==> src/common/rcodiv_params.svh <==
// register offsets, field positions and reset values for the reference clock divider
// assumes a 16-bit register port with word indices 0..2
`ifndef RCODIV_PARAMS_SVH
`define RCODIV_PARAMS_SVH
`define RCODIV_ADDR_W 4
`define RCODIV_OFF_CTRL_LOW 4'h0
`define RCODIV_OFF_DIV_HIGH 4'h1
`define RCODIV_OFF_TRIM 4'h2
`define RCODIV_BIT_MODULE_ENABLE 15
`define RCODIV_BIT_STOP_IN_IDLE 13
`define RCODIV_BIT_PIN_OUTPUT_ENABLE 12
`define RCODIV_BIT_RUN_IN_SLEEP 11
`define RCODIV_BIT_SWITCH_ENABLE 9
`define RCODIV_BIT_REQUEST_STATUS 8
`define RCODIV_CTRL_WMASK 16'hb80f
`define RCODIV_TRIM_WMASK 16'hff80
`define RCODIV_DIV_WMASK 16'h7fff
`define RCODIV_RESET_VALUE 16'h0000
`define RCODIV_FRAC_ONE 10'h200
`endif

==> src/common/rcodiv_pkg.sv <==
// types shared by the reference clock divider
// no assumptions beyond a SystemVerilog tool
package rcodiv_pkg;
  // base clock source encodings
  typedef enum logic [3:0] {
    RCODIV_SRC_SYSTEM = 4'h0,
    RCODIV_SRC_PERIPH = 4'h1,
    RCODIV_SRC_PRIMARY = 4'h2,
    RCODIV_SRC_FAST_RC = 4'h3,
    RCODIV_SRC_LOW_POWER_RC = 4'h4,
    RCODIV_SRC_SECONDARY = 4'h5,
    RCODIV_SRC_PLL8X = 4'h6,
    RCODIV_SRC_RESERVED = 4'h7
  } rcodiv_src_e;
  // enable handshake states, one-hot
  typedef enum logic [2:0] {
    RCODIV_ST_OFF = 3'h1,
    RCODIV_ST_ON = 3'h2,
    RCODIV_ST_STOP = 3'h4
  } rcodiv_state_e;
endpackage : rcodiv_pkg

==> src/core/rcodiv_top.sv <==
// reference clock output divider: source mux, 15-bit divider, 9-bit fraction trim
// assumes base clocks arrive as one-cycle enable pulses synchronous to ref_clk_i
// Summary of operation
// - generator runs while module_enable set, then until output low
// - pin carries clock only with output enable
// - fifteen-bit integer divider in high register
// - four-bit field picks the base clock
// - request status tracks turn-on and turn-off
// - status clears only after glitch-free output stop
// - switch-enable applies new divider, then self-clears
// - zero passes through; here zero toggles on every tick instead; else period twice divisor
// - trim adds n/512 to half period
// - trim ignored when divider is zero
// - sleep keeps output only with run_in_sleep
// - oscillators power down in sleep unless kept
//
// Implementation choices: strobed register access and the address map.
`timescale 1ns/10ps
`include "rcodiv_params.svh"
module rcodiv_top (
  input wire logic ref_clk_i, // 10 MHz core clock
  input wire logic rstn_i, // synchronous, active low
  input wire logic [`RCODIV_ADDR_W-1:0] addr_i, // register word index
  input wire logic [15:0] wdata_i, // write data
  input wire logic wr_i, // write strobe
  input wire logic rd_i, // read strobe
  output logic [15:0] rdata_o, // read data, cycle after rd_i
  input wire logic [7:0] src_tick_i, // base clock ticks, one per encoding 0..7
  input wire logic idle_i, // device in idle
  input wire logic sleep_i, // device in sleep
  input wire logic primary_osc_keep_enable_i, // primary oscillator kept in sleep
  input wire logic secondary_osc_keep_enable_i, // secondary oscillator kept in sleep
  output logic reference_output_pin_o, // generated clock on the pin
  output logic reference_output_pin_oe_o // pin driven
);
  // software registers
  logic module_enable_reg, module_enable_next;
  logic stop_in_idle_reg, stop_in_idle_next;
  logic pin_output_enable_reg, pin_output_enable_next;
  logic run_in_sleep_reg, run_in_sleep_next;
  logic switch_enable_reg, switch_enable_next;
  logic [3:0] src_sel_reg, src_sel_next;
  logic [14:0] int_div_reg, int_div_next; // shadow written by software
  logic [8:0] trim_reg, trim_next;
  logic [15:0] rdata_reg, rdata_next;
  // divider working state
  rcodiv_pkg::rcodiv_state_e state_reg, state_next;
  logic [14:0] act_div_reg, act_div_next; // divider in use
  logic [8:0] act_trim_reg, act_trim_next;
  logic [14:0] cnt_reg, cnt_next; // base ticks in current half period
  logic [9:0] acc_reg, acc_next; // fraction accumulator in 1/512
  logic out_reg, out_next; // divided clock level
  logic pin_reg, pin_next;
  logic pin_oe_reg, pin_oe_next;
  // derived terms
  logic tick; // selected base tick
  logic src_alive; // source survives current power mode
  logic run; // generator allowed to advance
  logic half_end; // half period finished at this tick
  logic [9:0] acc_sum;
  logic [15:0] half_len; // one bit wider than the divider
  logic [15:0] ctrl_view;

  // mux of base ticks; the reserved code gives a dead source
  // a zero divider toggles on every tick: ticks carry no duty cycle of their own
  always_comb begin
    tick = 1'b0;
    case (src_sel_reg)
      4'h0, 4'h1, 4'h2, 4'h3, 4'h4, 4'h5, 4'h6: tick = src_tick_i[src_sel_reg[2:0]];
      default: tick = 1'b0;
    endcase
  end

  // sleep kills the clock unless run_in_sleep is set and, for primary or secondary, that oscillator is kept; system and peripheral always stop
  // fast rc, low-power rc and pll follow run_in_sleep alone, as on-chip sources
  always_comb begin
    src_alive = 1'b1;
    if (sleep_i) begin
      case (src_sel_reg)
        4'h2: src_alive = run_in_sleep_reg & primary_osc_keep_enable_i;
        4'h5: src_alive = run_in_sleep_reg & secondary_osc_keep_enable_i;
        4'h4: src_alive = run_in_sleep_reg;
        4'h3, 4'h6: src_alive = run_in_sleep_reg;
        default: src_alive = 1'b0;
      endcase
    end
  end

  // idle stop and sleep gate the generator
  assign run = src_alive & ~(idle_i & stop_in_idle_reg);

  // a half period is act_div ticks plus one more whenever trim fraction overflows
  // the top divider plus a stretch tick must not wrap to a zero length
  assign acc_sum = acc_reg + {1'b0, act_trim_reg};
  assign half_len = (acc_sum >= `RCODIV_FRAC_ONE) ? {1'b0, act_div_reg} + 16'h0001 :
    {1'b0, act_div_reg};
  assign half_end = ({1'b0, cnt_reg} + 16'h0001 >= half_len);

  // divider, handshake and switch next state
  always_comb begin
    state_next = state_reg;
    act_div_next = act_div_reg;
    act_trim_next = act_trim_reg;
    cnt_next = cnt_reg;
    acc_next = acc_reg;
    out_next = out_reg;
    case (state_reg)
      rcodiv_pkg::RCODIV_ST_OFF: begin
        out_next = 1'b0;
        cnt_next = 15'h0000;
        acc_next = 10'h000;
        if (module_enable_reg) begin
          state_next = rcodiv_pkg::RCODIV_ST_ON;
          act_div_next = int_div_reg;
          act_trim_next = trim_reg;
        end
      end
      rcodiv_pkg::RCODIV_ST_ON, rcodiv_pkg::RCODIV_ST_STOP: begin
        if (run && tick) begin
          if (act_div_reg == 15'h0000) begin
            out_next = ~out_reg;
            cnt_next = 15'h0000; // trim not used here
            // a pending switch must land here too, or the bit would never clear
            if (switch_enable_reg && out_reg) begin
              act_div_next = int_div_reg;
              act_trim_next = trim_reg;
              acc_next = 10'h000; // fresh fraction phase for the new setting
            end
          end else if (half_end) begin
            out_next = ~out_reg;
            cnt_next = 15'h0000;
            acc_next = (acc_sum >= `RCODIV_FRAC_ONE) ? acc_sum - `RCODIV_FRAC_ONE : acc_sum;
            // new values only at a low-going edge boundary keep the output clean
            if (switch_enable_reg && out_reg) begin
              act_div_next = int_div_reg;
              act_trim_next = trim_reg;
            end
          end else begin
            cnt_next = cnt_reg + 15'h0001;
          end
        end
        if (!module_enable_reg) begin
          state_next = rcodiv_pkg::RCODIV_ST_STOP;
        end
        // stop only when output is already low, so the last high phase is whole
        if (state_reg == rcodiv_pkg::RCODIV_ST_STOP || !module_enable_reg) begin
          if (!out_reg) begin
            state_next = rcodiv_pkg::RCODIV_ST_OFF;
            // a tick in this very cycle must not raise a runt high pulse
            out_next = 1'b0;
          end else if (module_enable_reg) begin
            state_next = rcodiv_pkg::RCODIV_ST_ON;
          end
        end
      end
      default: begin
        state_next = rcodiv_pkg::RCODIV_ST_OFF;
      end
    endcase
  end

  // switch completes when act_* update; pins follow output and enable
  always_comb begin
    pin_oe_next = pin_output_enable_reg;
    pin_next = pin_output_enable_reg & out_next;
  end

  // register view of the low control word
  always_comb begin
    ctrl_view = 16'h0000;
    ctrl_view[`RCODIV_BIT_MODULE_ENABLE] = module_enable_reg;
    ctrl_view[`RCODIV_BIT_STOP_IN_IDLE] = stop_in_idle_reg;
    ctrl_view[`RCODIV_BIT_PIN_OUTPUT_ENABLE] = pin_output_enable_reg;
    ctrl_view[`RCODIV_BIT_RUN_IN_SLEEP] = run_in_sleep_reg;
    ctrl_view[`RCODIV_BIT_SWITCH_ENABLE] = switch_enable_reg;
    // status is the handshake state, so software sees the stop actually finish
    ctrl_view[`RCODIV_BIT_REQUEST_STATUS] = (state_reg != rcodiv_pkg::RCODIV_ST_OFF);
    ctrl_view[3:0] = src_sel_reg;
  end

  // register writes, reads and hardware clear of switch enable
  always_comb begin
    module_enable_next = module_enable_reg;
    stop_in_idle_next = stop_in_idle_reg;
    pin_output_enable_next = pin_output_enable_reg;
    run_in_sleep_next = run_in_sleep_reg;
    switch_enable_next = switch_enable_reg;
    src_sel_next = src_sel_reg;
    int_div_next = int_div_reg;
    trim_next = trim_reg;
    rdata_next = 16'h0000;
    // switch done once the working divider matches, or while off
    // a zero written to the switch bit is ignored, only this clears it
    if (switch_enable_reg && (state_reg == rcodiv_pkg::RCODIV_ST_OFF ||
        (act_div_reg == int_div_reg && act_trim_reg == trim_reg))) begin
      switch_enable_next = 1'b0;
    end
    if (wr_i) begin
      case (addr_i)
        `RCODIV_OFF_CTRL_LOW: begin
          module_enable_next = wdata_i[`RCODIV_BIT_MODULE_ENABLE];
          stop_in_idle_next = wdata_i[`RCODIV_BIT_STOP_IN_IDLE];
          pin_output_enable_next = wdata_i[`RCODIV_BIT_PIN_OUTPUT_ENABLE];
          run_in_sleep_next = wdata_i[`RCODIV_BIT_RUN_IN_SLEEP];
          // software may only set it; a set beats the hardware clear
          if (wdata_i[`RCODIV_BIT_SWITCH_ENABLE]) begin
            switch_enable_next = 1'b1;
          end
          // source held while the request is active
          if (!ctrl_view[`RCODIV_BIT_REQUEST_STATUS]) begin
            src_sel_next = wdata_i[3:0];
          end
        end
        `RCODIV_OFF_DIV_HIGH: int_div_next = wdata_i[14:0];
        `RCODIV_OFF_TRIM: trim_next = wdata_i[15:7];
        default: ;
      endcase
    end
    if (rd_i) begin
      case (addr_i)
        `RCODIV_OFF_CTRL_LOW: rdata_next = ctrl_view;
        `RCODIV_OFF_DIV_HIGH: rdata_next = {1'b0, int_div_reg};
        `RCODIV_OFF_TRIM: rdata_next = {trim_reg, 7'h00};
        default: rdata_next = 16'h0000; // unmapped reads zero
      endcase
    end
  end

  // all state registered here
  always_ff @(posedge ref_clk_i) begin
    if (!rstn_i) begin
      module_enable_reg <= 1'b0;
      stop_in_idle_reg <= 1'b0;
      pin_output_enable_reg <= 1'b0;
      run_in_sleep_reg <= 1'b0;
      switch_enable_reg <= 1'b0;
      src_sel_reg <= 4'h0;
      int_div_reg <= 15'h0000;
      trim_reg <= 9'h000;
      rdata_reg <= `RCODIV_RESET_VALUE;
      state_reg <= rcodiv_pkg::RCODIV_ST_OFF;
      act_div_reg <= 15'h0000;
      act_trim_reg <= 9'h000;
      cnt_reg <= 15'h0000;
      acc_reg <= 10'h000;
      out_reg <= 1'b0;
      pin_reg <= 1'b0;
      pin_oe_reg <= 1'b0;
    end else begin
      module_enable_reg <= module_enable_next;
      stop_in_idle_reg <= stop_in_idle_next;
      pin_output_enable_reg <= pin_output_enable_next;
      run_in_sleep_reg <= run_in_sleep_next;
      switch_enable_reg <= switch_enable_next;
      src_sel_reg <= src_sel_next;
      int_div_reg <= int_div_next;
      trim_reg <= trim_next;
      rdata_reg <= rdata_next;
      state_reg <= state_next;
      act_div_reg <= act_div_next;
      act_trim_reg <= act_trim_next;
      cnt_reg <= cnt_next;
      acc_reg <= acc_next;
      out_reg <= out_next;
      pin_reg <= pin_next;
      pin_oe_reg <= pin_oe_next;
    end
  end

  assign rdata_o = rdata_reg;
  assign reference_output_pin_o = pin_reg;
  assign reference_output_pin_oe_o = pin_oe_reg;

  // checks
  // all on the core clock and quiet during reset
  property p_off_no_toggle;
    @(posedge ref_clk_i) disable iff (!rstn_i)
      (state_reg == rcodiv_pkg::RCODIV_ST_OFF) |=> !out_reg;
  endproperty
  a_off_no_toggle: assert property (p_off_no_toggle) else $error("output high while off");
  property p_pin_gated;
    @(posedge ref_clk_i) disable iff (!rstn_i)
      !pin_output_enable_reg |=> !reference_output_pin_o;
  endproperty
  a_pin_gated: assert property (p_pin_gated) else $error("pin active without enable");
  property p_status_clear_low;
    @(posedge ref_clk_i) disable iff (!rstn_i)
      $fell(ctrl_view[`RCODIV_BIT_REQUEST_STATUS]) |-> !out_reg;
  endproperty
  a_status_clear_low: assert property (p_status_clear_low) else $error("stop while high");
  property p_src_hold;
    @(posedge ref_clk_i) disable iff (!rstn_i)
      ctrl_view[`RCODIV_BIT_REQUEST_STATUS] |=> $stable(src_sel_reg);
  endproperty
  a_src_hold: assert property (p_src_hold) else $error("source changed while active");
  property p_bypass;
    @(posedge ref_clk_i) disable iff (!rstn_i)
      (state_reg == rcodiv_pkg::RCODIV_ST_ON && module_enable_reg && act_div_reg == 15'h0000
       && run && tick) |=> (out_reg != $past(out_reg));
  endproperty
  a_bypass: assert property (p_bypass) else $error("no toggle in bypass");
  property p_sleep_stop;
    @(posedge ref_clk_i) disable iff (!rstn_i)
      (sleep_i && !run_in_sleep_reg) |=> $stable(out_reg);
  endproperty
  a_sleep_stop: assert property (p_sleep_stop) else $error("output ran in sleep");
  property p_idle_stop;
    @(posedge ref_clk_i) disable iff (!rstn_i)
      (idle_i && stop_in_idle_reg && module_enable_reg) |=> $stable(out_reg);
  endproperty
  a_idle_stop: assert property (p_idle_stop) else $error("output ran in idle");
  property p_switch_clear;
    @(posedge ref_clk_i) disable iff (!rstn_i)
      (switch_enable_reg && state_reg == rcodiv_pkg::RCODIV_ST_OFF && !wr_i) |=> !switch_enable_reg;
  endproperty
  a_switch_clear: assert property (p_switch_clear) else $error("switch bit stuck");
  property p_peri_sleep;
    @(posedge ref_clk_i) disable iff (!rstn_i)
      (sleep_i && src_sel_reg == 4'h1) |-> !run;
  endproperty
  a_peri_sleep: assert property (p_peri_sleep) else $error("peripheral source ran in sleep");
  // no runt pulse reaches the pin once the generator is off
  property p_off_pin_low;
    @(posedge ref_clk_i) disable iff (!rstn_i)
      (state_reg == rcodiv_pkg::RCODIV_ST_OFF) |-> !reference_output_pin_o;
  endproperty
  a_off_pin_low: assert property (p_off_pin_low) else $error("pin high while off");
  // setting the enable raises the request status on the next cycle
  property p_status_on;
    @(posedge ref_clk_i) disable iff (!rstn_i)
      $rose(module_enable_reg) |=> ctrl_view[`RCODIV_BIT_REQUEST_STATUS];
  endproperty
  a_status_on: assert property (p_status_on) else $error("status not raised");
  c_turn_on: cover property (@(posedge ref_clk_i) disable iff (!rstn_i)
    $rose(ctrl_view[`RCODIV_BIT_REQUEST_STATUS]));
  c_turn_off: cover property (@(posedge ref_clk_i) disable iff (!rstn_i)
    $fell(ctrl_view[`RCODIV_BIT_REQUEST_STATUS]));
  c_switch: cover property (@(posedge ref_clk_i) disable iff (!rstn_i) $fell(switch_enable_reg));
  // fraction stretch and sleep running both reached
  c_trim_stretch: cover property (@(posedge ref_clk_i) disable iff (!rstn_i)
    run && tick && half_end && act_div_reg != 15'h0000 && acc_sum >= `RCODIV_FRAC_ONE);
  c_sleep_run: cover property (@(posedge ref_clk_i) disable iff (!rstn_i)
    sleep_i && run && tick && state_reg == rcodiv_pkg::RCODIV_ST_ON);
endmodule : rcodiv_top

==> config.mk <==
export PLATFORM = sky130hd
export DESIGN_NAME = rcodiv_top
export DESIGN_NICKNAME = d
export VERILOG_FILES = /design/src/common/rcodiv_pkg.sv /design/src/core/rcodiv_top.sv
export VERILOG_INCLUDE_DIRS = /design/src /design/src/common
export SDC_FILE = /design/constraint.sdc
export NUM_CORES = 1
export LEC_CHECK = 0
export ABC_AREA = 1
export CORE_ASPECT_RATIO = 1.4
export CORE_UTILIZATION = 52
export DETAILED_ROUTE_END_ITERATION = 8
export DONT_BUFFER_PORTS = 1
export PLACE_DENSITY_LB_ADDON = 0.3
export SLEW_MARGIN = 30
export SYNTH_ARGS = -nofsm -noshare
export SYNTH_HDL_FRONTEND = slang
export SYNTH_SLANG_ARGS = --single-unit
==> constraint.sdc <==
create_clock -name ref_clk_i -period 4.5 [get_ports ref_clk_i]
set_clock_uncertainty 0.05 [all_clocks]
set_input_delay 0.45 -clock ref_clk_i [delete_from_list [all_inputs] [get_ports ref_clk_i]]
set_output_delay 0.45 -clock ref_clk_i [all_outputs]
set_load 0.01 [all_outputs]
==> flow_summary.toml <==
[floorplan]
start_util_pct = 53.0
fp-row-count = 46
chipHeight_um = 129
coreArea_mm2 = 0.0113
dieArea_mm2 = 0.0119
die_w_um = 92.6
io_pins = 54

[yosys]
ys_warn_count = 0
synth_fp_nets = 947
synth_top_area_share_pct = 34.8
synth_edf_count = 0
ys_top_cells_by_area = "dfxtp_1 35%, nand2_1 15%, a21oi_1 7.5%"
synth_cells = 882
synth_top_cell_by_area = "dfxtp_1"
synth_area_per_cell_um2 = 6.78
synth-main-ff-cell = "dfxtp_1"
ys_async_sr_fraction_pct = 0
ys_ff_latch = 104
mappedNetlistArea_mm2 = 0.00598
synth_cell_type_count = 36
seq_area_frac_synth_pct = 34.8

[cells_and_area]
fillers = 1182
design_area_mm2 = 0.00631
postLayoutCoreUtil_pct = 55.9
regArea_mm2 = 0.00208
layout-drive-gt1-share_pct = 4.72
largest_reg_flops = 16
layout_common_cells = "236 x nand2_1, 104 x dfxtp_1, 103 x inv_1"
num_antenna_cells = 0
nets = 928
multi_input_area_mm2 = 0.00331
area_growth_pct = 5.53
layout_commonest_cell = "nand2_1"

[place]
place_congestion = 0.875
io_buffer_count = 0
placed_area_mm2 = 0.00602
place_hpwl_um = 10400

[routing]
drtIter0Drc = 328
routed-via-count = 5391
ant_nets = 0
vias_per_cell = 5.33
route.detailed.drc = 0
wl_per_cell_um = 13.7
wl_um = 13900
firstDrtPassIters = 5

[pwr]
p_switching_uw = 517
p_clk_share_pct = 40.0
peakVddDrop_mv = 0.209
power_frac_seq_pct = 49.9
power.combinational.fraction_pct = 10.1
power_uw = 1920
p_leak_uw = 0.00271
pwr_density_cell_mw_per_mm2 = 304
p_int_uw = 1400
switching_share_pct = 27.0

[clock_tree]
h-tree-depth = 3
max-clock-path-buffers = 2
holdBufCountCts = 0
cts_tree = "done"
post-cts-setup-buffers = 0
post_cts_resized = 0
cts_sinks = 104
clk_latency_ns = 0.35
cts_root_buffer = "clkbuf_16"
clkTransAtPathRegs_ns = 0.08
cts_made_buffers = 9

[worst_setup_path]
critPathBufInv = 4
max_stage_delay_ns = 0.35
crit_arrival_ns = 4.14
cp.required_ns = 4.70
crit_family = "simple AND/OR/NAND/NOR gates"
crit_chain = "ha_1 -> a21oi_1 -> inv_1 -> o21ai_1 -> nand3_1 -> xnor2_2 -> buf_4 -> nor2_1 -> nand4_1 -> ha_1 -> nand2_1 -> inv_2 -> a21oi_1 -> nand2_1 -> nor2_2 -> nand3_4 -> nand3_2 -> buf_4 -> nand2_1 -> nand2_1 -> nor2_1"
path_common_cell = "nand2_1"
end_kind = "flip-flop"
startpoint_type = "flip-flop"
worst-setup-path-type = "flip-flop to flip-flop"
critPathMaxFanout = 29
critPathSlowestCell = "ha_1"

[timing]
rsz0062_at_grt = "false"
finalSetupViolCount = 0
worst_slew_pin_slew_ns = 0.773
fin_hold_ws_ns = 0.175
fin_setup_tns_ns = 0
period_needed_ns = 3.94
fin_crit_sh_pct = 87.5
slew_violations = 0
max_freq_mhz = 254
max_slew_margin_pct = 48.3
hold_viol_final = 0

[hold_path]
hp-class = "primary input to flip-flop"

[grt]
grt_use_met3_pct = 3.66
grt_util_met2_pct = 43.4
use_met1_pct = 29.8
grt_max_degree = 46
antenna_found_initial = 0
grt_pass1_vias = 4901
busiest_layer = "met2"
grt_usage_pct = 24.6
grt_pass1_wl_um = 23400
gr-total-overflow = 0

[job]
maxCapViolCount = 0

[outcome]
status = "finished clean"
## per-stage QoR
step / std cells / setup slack (ns)
6_report: 1012 / 0.562
5_1_grt: 1012 / 0.0697
4_1_cts: 1012 / 0.530
3_5_place_dp: 996 / 0.535
3_3_place_gp: 996 / 0.568
2_1_floorplan: 882 / 1.26
## per-layer routing
layer,share of wire (%),vias to the layer above
li1,-,2804
met3,4.3,29
met2,50,128
met5,0,-
met1,43,2430
met4,3.2,0
## layout make-up
cell class | instances | share of cell area [%]
well taps | 144 | 2.86
inverters | 111 | 6.61
repair buffers | 4 | 0.476
multi-input cells | 633 | 52.4
flip-flops and latches | 104 | 33.0
clock buffers | 11 | 3.85
clock inverters | 5 | 0.754
## kinds of logic after synthesis
group	share of synthesized area [%]
AO/OA/AOI/OAI	12.5
XOR/XNOR	6.74
AND/OR/NAND/NOR	29.8
adder cells (fa/ha/maj)	6.20
buffers and inverters	9.94
flip-flops	34.8
## power by group through the flow
stage | combinational [uW] | clock, uW | sequential, uW
after floorplan | 166 | 0 | 970
after global placement | 191 | 0 | 980
after detailed placement | 194 | 0 | 980
after CTS | 196 | 781 | 958
after global routing | 219 | 820 | 962
final | 193 | 767 | 959
## path summary, 6_finish.rpt
path,end,slack [ns],depth (start not counted),startpoint
max,act_div_reg[3],0.56,21,act_trim_reg[4]
min,act_div_reg[5],0.18,2,rstn_i
max reg2reg,act_div_reg[3],0.56,21,act_trim_reg[4]
min reg2reg,reference_output_pin_oe_o,0.40,2,pin_oe_next
## Yosys cell counts, types with 2 or more instances
| master | count |
|---|---|
| nand2_1 | 236 |
| o221ai_1 | 3 |
| nor3_2 | 2 |
| a21oi_1 | 89 |
| nor2_2 | 2 |
| nor2_1 | 78 |
| nand4_1 | 25 |
| ha_1 | 28 |
| nand3b_1 | 6 |
| o21ai_1 | 5 |
| a21oi_2 | 2 |
| nand3_1 | 46 |
| inv_2 | 8 |
| clkbuf_1 | 17 |
| nand3_2 | 2 |
| o22ai_1 | 3 |
| buf_4 | 2 |
| dfxtp_1 | 104 |
| xnor2_1 | 21 |
| o21ai_0 | 36 |
| buf_6 | 4 |
| nor3_1 | 13 |
| buf_2 | 9 |
| nand2_2 | 3 |
| inv_1 | 103 |
| xor2_1 | 25 |
## worst register-to-register path, cell delays in order (launching register included)
cell and delay (ns):
dfxtp_1 0.34, ha_1 0.35, a21oi_1 0.26, inv_1 0.09, o21ai_1 0.13, nand3_1 0.14, xnor2_2 0.15, buf_4 0.21
nor2_1 0.16, nand4_1 0.12, ha_1 0.31, nand2_1 0.09, inv_2 0.04, a21oi_1 0.12, nand2_1 0.07, nor2_2 0.19
nand3_4 0.24, nand3_2 0.24, buf_4 0.34, nand2_1 0.09, nand2_1 0.08, nor2_1 0.04
Note: power is estimated with default switching activity, not from simulation.
